<file path="src/hdl/scs_cfg.svh">
// constants for the start-up configuration selector
// assumes a 200 MHz system clock
`ifndef SCS_CFG_SVH
`define SCS_CFG_SVH
`define SCS_CLK_MHZ 200
`define SCS_SETTLE_US 1000
`define SCS_SETTLE_CYC (`SCS_SETTLE_US * `SCS_CLK_MHZ)
`define SCS_SETTLE_LAST 32'h1
`define SCS_BOOT_LAST 2'h2
`define SCS_CFG_W 2
`define SCS_CFG_ZERO 2'h0
`define SCS_SRC_OTP 1'h0
`define SCS_SRC_SERIAL 1'h1
`endif

</file>
<file path="src/hdl/scs_pkg.sv">
// types for the start-up configuration selector
// no assumptions beyond the cfg header
package scs_pkg;
  typedef enum logic [1:0] {SCS_ST_BOOT, SCS_ST_LOAD, SCS_ST_RUN} scs_state_t;
endpackage

</file>
<file path="src/hdl/scs_top.sv">
// start-up mode and configuration selection of a clock generator
// assumes RST_N_I is the internal power-on reset; straps and selects are asynchronous pins
//
// Overview of operation
// mode strap low at reset: software mode, serial interface stays open
// mode strap high at reset: hardware-select mode, load stored config, block serial access
// hardware-select: select pins high,low give configuration 0 to 3
// software mode: stored bit set loads serial defaults, clear loads configuration 0
// host holds both select pins stable through power-on reset
// host changes select pins only after first 10ms of operation
// host changes only one select pin per transition
// after select change device loads new config; host waits at least 1ms
// hardware-select mode: divider sync reset issued at power-on reset
// divider sync reset reissued on every select pin configuration switch
// mode strap captured once after reset, held until next reset
`timescale 1ns/1ps
`include "scs_cfg.svh"
module scs_top #(
  parameter int SETTLE_CYC = `SCS_SETTLE_CYC
) (
  input wire logic CLK_I,
  input wire logic RST_N_I,
  input wire logic MODE_STRAP_PIN_I,
  input wire logic CONFIG_SELECT_LOW_I,
  input wire logic CONFIG_SELECT_HIGH_I,
  input wire logic LOAD_STORED_AT_POWERUP_BIT_I,
  output logic SOFTWARE_MODE_O,
  output logic SERIAL_ACCESS_EN_O,
  output logic LOAD_REQ_O,
  output logic LOAD_SRC_SERIAL_O,
  output logic [1:0] CONFIG_SEL_O,
  output logic DIV_SYNC_RST_O,
  output logic LOAD_BUSY_O
);

  ////////////////////////////////////////////////////////////////////////
  // pin synchronisers
  logic [2:0] sync1_q;
  logic [2:0] sync2_q;
  always_ff @(posedge CLK_I or negedge RST_N_I)
  begin
    if (!RST_N_I)
    begin
      sync1_q <= 3'h0;
      sync2_q <= 3'h0;
    end
    else
    begin
      sync1_q <= {MODE_STRAP_PIN_I, CONFIG_SELECT_HIGH_I, CONFIG_SELECT_LOW_I};
      sync2_q <= sync1_q;
    end
  end

  logic strap_s;
  logic [1:0] sel_s;
  assign strap_s = sync2_q[2];
  assign sel_s = sync2_q[1:0]; // high pin in bit 1, low pin in bit 0

  ////////////////////////////////////////////////////////////////////////
  // sequencer
  scs_pkg::scs_state_t state_q;
  logic [1:0] boot_cnt_q;
  logic [31:0] settle_cnt_q;
  logic hw_mode_q;
  logic [1:0] cfg_q;
  logic boot_done;
  logic sel_change;
  logic settle_done;
  logic start_load;
  logic hw_now;
  logic mode_known;

  // boot ends once the synchronisers hold settled pin levels
  assign boot_done = (state_q == scs_pkg::SCS_ST_BOOT) && (boot_cnt_q == `SCS_BOOT_LAST);
  // a new select level is only taken while running in hardware-select mode
  assign sel_change = (state_q == scs_pkg::SCS_ST_RUN) && hw_mode_q && (sel_s != cfg_q);
  assign settle_done = (settle_cnt_q <= `SCS_SETTLE_LAST);
  assign start_load = boot_done || sel_change;
  // mode in force: the live strap while booting, the captured one afterwards
  assign hw_now = (state_q == scs_pkg::SCS_ST_BOOT) ? strap_s : hw_mode_q;
  assign mode_known = (state_q != scs_pkg::SCS_ST_BOOT) || boot_done;

  // boot, then load and settle, then run until a select change
  always_ff @(posedge CLK_I or negedge RST_N_I)
  begin
    if (!RST_N_I)
    begin
      state_q <= scs_pkg::SCS_ST_BOOT;
    end
    else
    begin
      unique case (state_q)
        scs_pkg::SCS_ST_BOOT:
        begin
          if (boot_done)
          begin
            state_q <= scs_pkg::SCS_ST_LOAD;
          end
        end
        scs_pkg::SCS_ST_LOAD:
        begin
          if (settle_done)
          begin
            state_q <= scs_pkg::SCS_ST_RUN;
          end
        end
        scs_pkg::SCS_ST_RUN:
        begin
          if (sel_change)
          begin
            state_q <= scs_pkg::SCS_ST_LOAD;
          end
        end
        default:
        begin
          state_q <= scs_pkg::SCS_ST_BOOT; // unused code, restart safely
        end
      endcase
    end
  end

  // counts the cycles the pin synchronisers need to fill
  always_ff @(posedge CLK_I or negedge RST_N_I)
  begin
    if (!RST_N_I)
    begin
      boot_cnt_q <= 2'h0;
    end
    else if (state_q == scs_pkg::SCS_ST_BOOT && !boot_done)
    begin
      boot_cnt_q <= boot_cnt_q + 2'h1;
    end
  end

  // settle time of a load: reloaded on every start, counted down while loading
  always_ff @(posedge CLK_I or negedge RST_N_I)
  begin
    if (!RST_N_I)
    begin
      settle_cnt_q <= 32'h0;
    end
    else if (start_load)
    begin
      settle_cnt_q <= 32'(SETTLE_CYC);
    end
    else if (state_q == scs_pkg::SCS_ST_LOAD && !settle_done)
    begin
      settle_cnt_q <= settle_cnt_q - 32'h1;
    end
  end

  // mode captured once, at leaving boot
  always_ff @(posedge CLK_I or negedge RST_N_I)
  begin
    if (!RST_N_I)
    begin
      hw_mode_q <= 1'h0;
    end
    else if (boot_done)
    begin
      hw_mode_q <= strap_s;
    end
  end

  // selected configuration and its source

  always_ff @(posedge CLK_I or negedge RST_N_I)
  begin
    if (!RST_N_I)
    begin
      cfg_q <= `SCS_CFG_ZERO;
      LOAD_SRC_SERIAL_O <= `SCS_SRC_OTP;
    end
    else if (start_load)
    begin
      if (hw_now)
      begin
        cfg_q <= sel_s;
        LOAD_SRC_SERIAL_O <= `SCS_SRC_OTP;
      end
      else
      begin
        cfg_q <= `SCS_CFG_ZERO;
        LOAD_SRC_SERIAL_O <= LOAD_STORED_AT_POWERUP_BIT_I ? `SCS_SRC_SERIAL : `SCS_SRC_OTP;
      end
    end
  end

  ////////////////////////////////////////////////////////////////////////
  // registered outputs

  // mode outputs settle together with the first load pulse and hold until reset
  always_ff @(posedge CLK_I or negedge RST_N_I)
  begin
    if (!RST_N_I)
    begin
      SOFTWARE_MODE_O <= 1'h0;
      SERIAL_ACCESS_EN_O <= 1'h0;
    end
    else
    begin
      SOFTWARE_MODE_O <= mode_known && !hw_now;
      SERIAL_ACCESS_EN_O <= mode_known && !hw_now;
    end
  end

  // one-cycle load and divider alignment pulses
  always_ff @(posedge CLK_I or negedge RST_N_I)
  begin
    if (!RST_N_I)
    begin
      LOAD_REQ_O <= 1'h0;
      DIV_SYNC_RST_O <= 1'h0;
    end
    else
    begin
      LOAD_REQ_O <= start_load;
      DIV_SYNC_RST_O <= start_load && hw_now;
    end
  end

  // configuration number being or last loaded
  always_ff @(posedge CLK_I or negedge RST_N_I)
  begin
    if (!RST_N_I)
    begin
      CONFIG_SEL_O <= `SCS_CFG_ZERO;
    end
    else
    begin
      CONFIG_SEL_O <= start_load ? (hw_now ? sel_s : `SCS_CFG_ZERO) : cfg_q;
    end
  end

  // busy from reset until the settle time of the last load has run out
  always_ff @(posedge CLK_I or negedge RST_N_I)
  begin
    if (!RST_N_I)
    begin
      LOAD_BUSY_O <= 1'h1;
    end
    else
    begin
      LOAD_BUSY_O <= (state_q != scs_pkg::SCS_ST_RUN) || start_load;
    end
  end

endmodule // scs_top

</file>
<file path="config.mk">
export PLATFORM = sky130hd
export DESIGN_NAME = scs_top
export DESIGN_NICKNAME = d
export VERILOG_FILES = /design/src/hdl/scs_pkg.sv /design/src/hdl/scs_top.sv
export VERILOG_INCLUDE_DIRS = /design/src /design/src/hdl
export SDC_FILE = /design/constraint.sdc
export NUM_CORES = 1
export LEC_CHECK = 0
export BUFFER_PORTS_ARGS = -buffer_cell sky130_fd_sc_hd__buf_2
export CAP_MARGIN = 0
export CELL_PAD_IN_SITES_DETAIL_PLACEMENT = 1
export CELL_PAD_IN_SITES_GLOBAL_PLACEMENT = 1
export CORE_MARGIN = 5
export CORE_UTILIZATION = 54
export CTS_BUF_LIST = sky130_fd_sc_hd__clkbuf_2
export DETAILED_ROUTE_END_ITERATION = 10
export GPL_TIMING_DRIVEN = 0
export PLACE_DENSITY_LB_ADDON = 0.05
export SLEW_MARGIN = 20
export SYNTH_ARGS = -nofsm -noshare
export SYNTH_HDL_FRONTEND = slang
export SYNTH_SLANG_ARGS = --single-unit
</file>
<file path="constraint.sdc">
create_clock -name CLK_I -period 5.08 [get_ports CLK_I]
set_input_delay 0.762 -clock CLK_I [delete_from_list [all_inputs] [get_ports CLK_I]]
set_output_delay 0.762 -clock CLK_I [all_outputs]
set_load 0.05 [all_outputs]
</file>
## Word level (Yosys, flattened, before mapping)

Cells that the tools add are included.

| storage, ports and cells | value |
|---|---|
| output and inout port bits | 8 |
| flip-flop bits (word level) | 50 |
| logic and storage cells | 51 |

| operators by class | value |
|---|---|
| eq/ne operators | 8 |
| multiplexer cells | 11 |
| reductions and logical operators | 17 |
| add/sub/neg operators | 2 |
| order comparisons | 1 |

Operators with widths:

| kind | count |
|---|---|
| two-way mux 32 bit | 2 |
| <= comparator 32 x 1 -> 1 bit, second input constant | 1 |
| subtractor 32 x 1 -> 32 bit, second input constant | 1 |
| two-way mux 2 bit | 5 |
| inequality test 2 bit, second input constant | 4 |
| logical AND 1 bit | 7 |
| one-hot mux 2 bit (3 select lines) | 1 |
| equality test 2 bit, second input constant | 2 |
| nonzero test 2 bit | 2 |
| zero test 1 bit | 3 |
| logical OR 1 bit | 3 |
| two-way mux 1 bit | 3 |
| AND reduction 3 bit | 1 |
| adder 2 x 1 -> 2 bit, second input constant | 1 |
| equality test 2 x 1 -> 1 bit, second input constant | 1 |
| zero test 2 bit | 1 |
| inequality test 2 bit | 1 |

## Longest topological paths before layout

| logic depth | value |
|---|---|
| depth in word-level cells | 5 |
| mapped depth | 8 |
| gate-level depth less buffers | 7 |

## Worst setup path after synthesis

OpenSTA, ideal clock, no wires.

| timing path | value |
|---|---|
| kind | register to register |
| from | register settle_cnt_q[14] |
| to | register settle_cnt_q[30] |
| stages on the path, launching flop included | 6 |
| slack | 2.787 ns |
| arrival time | 2.227 ns |
| cells stage by stage | dfrtp_1 -> or4_4 -> or4_1 -> a311o_1 -> or4_1 -> nand2_1 |

| between the ends | value |
|---|---|
| word-level cells in the longest chain between the ends | 4 |

Ends and longest elaborated chain:

| what | RTL line | RTL |
|---|---|---|
| start, declared | scs_top.sv:63 | `logic [31:0] settle_cnt_q;` |
| start signal, assigned | scs_top.sv:144 | `settle_cnt_q <= 32'(SETTLE_CYC);` |
| start signal, assigned | scs_top.sv:148 | `settle_cnt_q <= settle_cnt_q - 32'h1;` |
| <= comparator 32 x 1 -> 1 bit (no line) | -- |  |
| zero test 1 bit | scs_top.sv:146 | `else if (state_q == scs_pkg::SCS_ST_LOAD && !settle_done)` |
| logical AND 1 bit | scs_top.sv:146 |  |
| nonzero test 2 bit (no line) | -- |  |

Parallel ways exist; a longest one is shown, timed or not. The select of a mux whose other input is x is not followed.
A chain may end at the register's enable or synchronous reset.

## Worst setup path after layout

| timing path | value |
|---|---|
| from | register settle_cnt_q[16] |
| to | register settle_cnt_q[31] |

Same word-level chain as after synthesis.

==> run_results.csv <==
group,metric,value,unit
outcome,status,"finished clean",
clock_network,numCtsBuffers,5,
clock_network,htreeDepth,2,
synth,yosys-mux-area-fraction,0.0706,
synth,synth_cells,234,
timing,rsz0062_at_grt,"false",
route,wire_per_inst,18.2,µm
route,wl,5.58,mm
critical_path,cp-start-kind,"flip-flop",
synth,synth_compound_area_frac,0.106,
floorplanning,pin_count,14,
clock_network,clkLatencyLatePin,450,ps
pwr,power,0.000644,W
floorplanning,rows,24,
clock_network,root_buffer,"clkbuf_2",
pwr,p_leak,1.13,nW
clock_network,cts_sinks,50,
global_route,overflow,0,
global_route,grt_start_max_net_pins,51,
place,dpl.hpwl,4.05,mm
synth,synthFlopType,"dfrtp_1",
synth,synth_xor_area_frac,0.0107,
critical_path,critPathKind,"flip-flop to flip-flop",
synth,ys_ff_latch,50,
critical_path,worstPathArrival,2950,ps
clock_network,clk_pin_slew,260,ps
run,cap_violations,0,
synth,synth_edf_count,0,
timing,finalSetupViolCount,0,
route,drcViolationCount,0,
min_path,hp-class,"primary input to asynchronous set/reset pin",
global_route,antenna_found_initial,0,
finish,area_growth,8.19,%
pwr,powerDensity,243,mW/mm²
timing,relSlewSlack,0.587,
finish,stdcell_count,307,
timing,period_share,0.518,
synth,synth_top_family_by_area,"simple AND/OR/NAND/NOR gates",
synth,synth-simple-area-share,0.256,
synth,synth_cell_types,44,
place,dp_cells,299,
timing,drv_slew,0,
floorplanning,fp.dieW,77.3,µm
global_route,grt_pass1_vias,1898,
critical_path,cp-end-kind,"flip-flop",
synth,synth_nets,243,
pwr,peakVddDrop,131,µV
finish,diodes,0,
floorplanning,coreArea,0.00438,mm²
route,drtAntennaViolNets,0,
clock_network,cts_repair_resize_count,0,
global_route,grt_pass1_wl,9.51,mm
clock_network,clockBufferDepth,2,
synth,syn_avg_cell_area,10.4,µm²
place,dpl_worst_slack,2550,ps
timing,finClkSkew,31.7,ps
finish,nets,263,
clock_network,tritoncts,"yes",
critical_path,crit_fanout,10,
timing,timing.final.ws_setup,2450,ps
critical_path,required,5400,ps
timing,period_minus_slack,2630,ps
synth,synth_area,0.00244,mm²
synth,ys_warn_count,0,
route,drt_iter0_drc,72,
timing,clock.fmax,380,MHz
timing,hold_viol,0,
floorplanning,initial_core_util,0.558,
timing,fin_setup_tns,0,ps
route,vias,1951,
synth,synth_fa_ha_area_frac,0.0154,
place,io_buffers,13,
finish,drive_above_1_share,0.153,
clock_network,post_cts_buffers,0,
finish,final_util,0.603,
timing,worst_pin_slew,620,ps
floorplanning,die_area,0.00597,mm²
global_route,grt.total_usage,0.201,
place,gp_congestion,0.839,
floorplanning,die_y,77.3,µm
route,firstDrtPassIters,4,
route,viasPerCell,6.36,
synth,seq_area_frac_synth,0.512,
synth,postSynth.asyncResetShare,1.00,
clock_network,hold_buffers,0,
## cell families (layout without fill, tap and decap cells)
logic type | count (synthesis) | after routing
muxes | 17 | 17
xor gates and xnor gates | 3 | 3
AOI/OAI and AO/OA | 36 | 36
adders and majority gates | 3 | 3
and+or+nand+nor | 110 | 110
DFF | 50 | 50
buffers and inverters | 15 | 36
## metal layers
layer	vias to the layer above	GRT usage	routed length, µm
met1	988	0.270	2590
li1	912	-	-
met2	42	0.320	2660
met3	9	0.0457	261
met4	0	0.0653	75
met5	-	0	0
## path summary, 6_finish.rpt
path                       slack [ps]        startpoint          endpoint  cells after the start
min in group CLK_I                390        sync1_q[1]        sync2_q[1]                      0
max in group asynchronous        4360           RST_N_I  settle_cnt_q[29]                      1
max                              2450  settle_cnt_q[16]  settle_cnt_q[31]                      7
min reg2reg                       390        sync1_q[1]        sync2_q[1]                      0
max reg2reg                      2450  settle_cnt_q[16]  settle_cnt_q[31]                      7
min                               290           RST_N_I  settle_cnt_q[16]                      1
## area by class of cell
type | count | area (µm²)
Multi-Input combinational cell | 169 | 1120
Timing Repair Buffer | 13 | 67.6
Inverter | 5 | 18.8
Sequential cell | 50 | 1250
Buffer | 10 | 51.3
Clock buffer | 6 | 30.0
Tap cell | 52 | 65.1
Fill cell | 498 | 1740
Clock inverter | 2 | 37.5
## sequential cells by signal, indices dropped and copies added (netlist names)
name,count
settle_cnt_q,32
state_q,2
CONFIG_SEL_O,2
sync1_q,3
LOAD_BUSY_O,1
hw_mode_q,1
DIV_SYNC_RST_O,1
LOAD_REQ_O,1
sync2_q,3
LOAD_SRC_SERIAL_O,1
boot_cnt_q,2
SERIAL_ACCESS_EN_O,1
## through the flow
step / hold WS (ps) / instance area [µm²]
final: 285 / 2650
after CTS: 388 / 2640
after global routing: 291 / 2650
after global placement: 336 / 2570
after detailed placement: 336 / 2570
after floorplan: 331 / 2440
## cells in the mapped netlist, types with 3 or more instances
master    instances  area (µm²)
mux2i_1          15         150
or3_1            15        93.8
clkbuf_1          6        22.5
nor4_1            8        50.1
o31ai_1           8        60.1
or4_4             3        33.8
nor3_1           10        50.1
nand3_1           9        45.0
o21ai_1           4        20.0
dfrtp_1          49        1230
nand2_1          29         109
ha_1              3        37.5
or2_2             4        25.0
or4_1            11        82.6
a21oi_1           6        30.0
o211ai_1          4        30.0
inv_1             5        18.8
o21ai_0           3        15.0
nor2_1            9        33.8
## worst max-delay path, cell delays in order (launching register included)
cell and delay [ps]:
dfrtp_1 520, or4_4 540, or3_1 370, buf_2 180, o311ai_2 370, buf_2 300
or3_1 150, a21oi_1 60
## report_power, final
group	total, W	switching (W)	internal, W
registers	0.000406	0.00000256	0.000403
logic	0.0000240	0.0000185	0.00000543
clock network	0.000214	0.000129	0.0000849
total	0.000644	0.000150	0.000494
## cells in the final DEF (no fill, tap or decap), types with 3 or more instances in the layout
master | netlist | final
dfrtp_1 | 49 | 49
nand2_1 | 29 | 29
mux2i_1 | 15 | 15
or3_1 | 15 | 15
buf_2 | 2 | 14
or4_1 | 11 | 11
nor3_1 | 10 | 10
nor2_1 | 9 | 9
nand3_1 | 9 | 9
nor4_1 | 8 | 8
o31ai_1 | 8 | 8
clkbuf_1 | 6 | 6
a21oi_1 | 6 | 6
clkbuf_2 | 0 | 6
inv_1 | 5 | 5
or2_2 | 4 | 4
o211ai_1 | 4 | 4
o21ai_1 | 4 | 4
o21ai_0 | 3 | 3
or4_4 | 3 | 3
ha_1 | 3 | 3
Power figures use the tool's default switching activity.
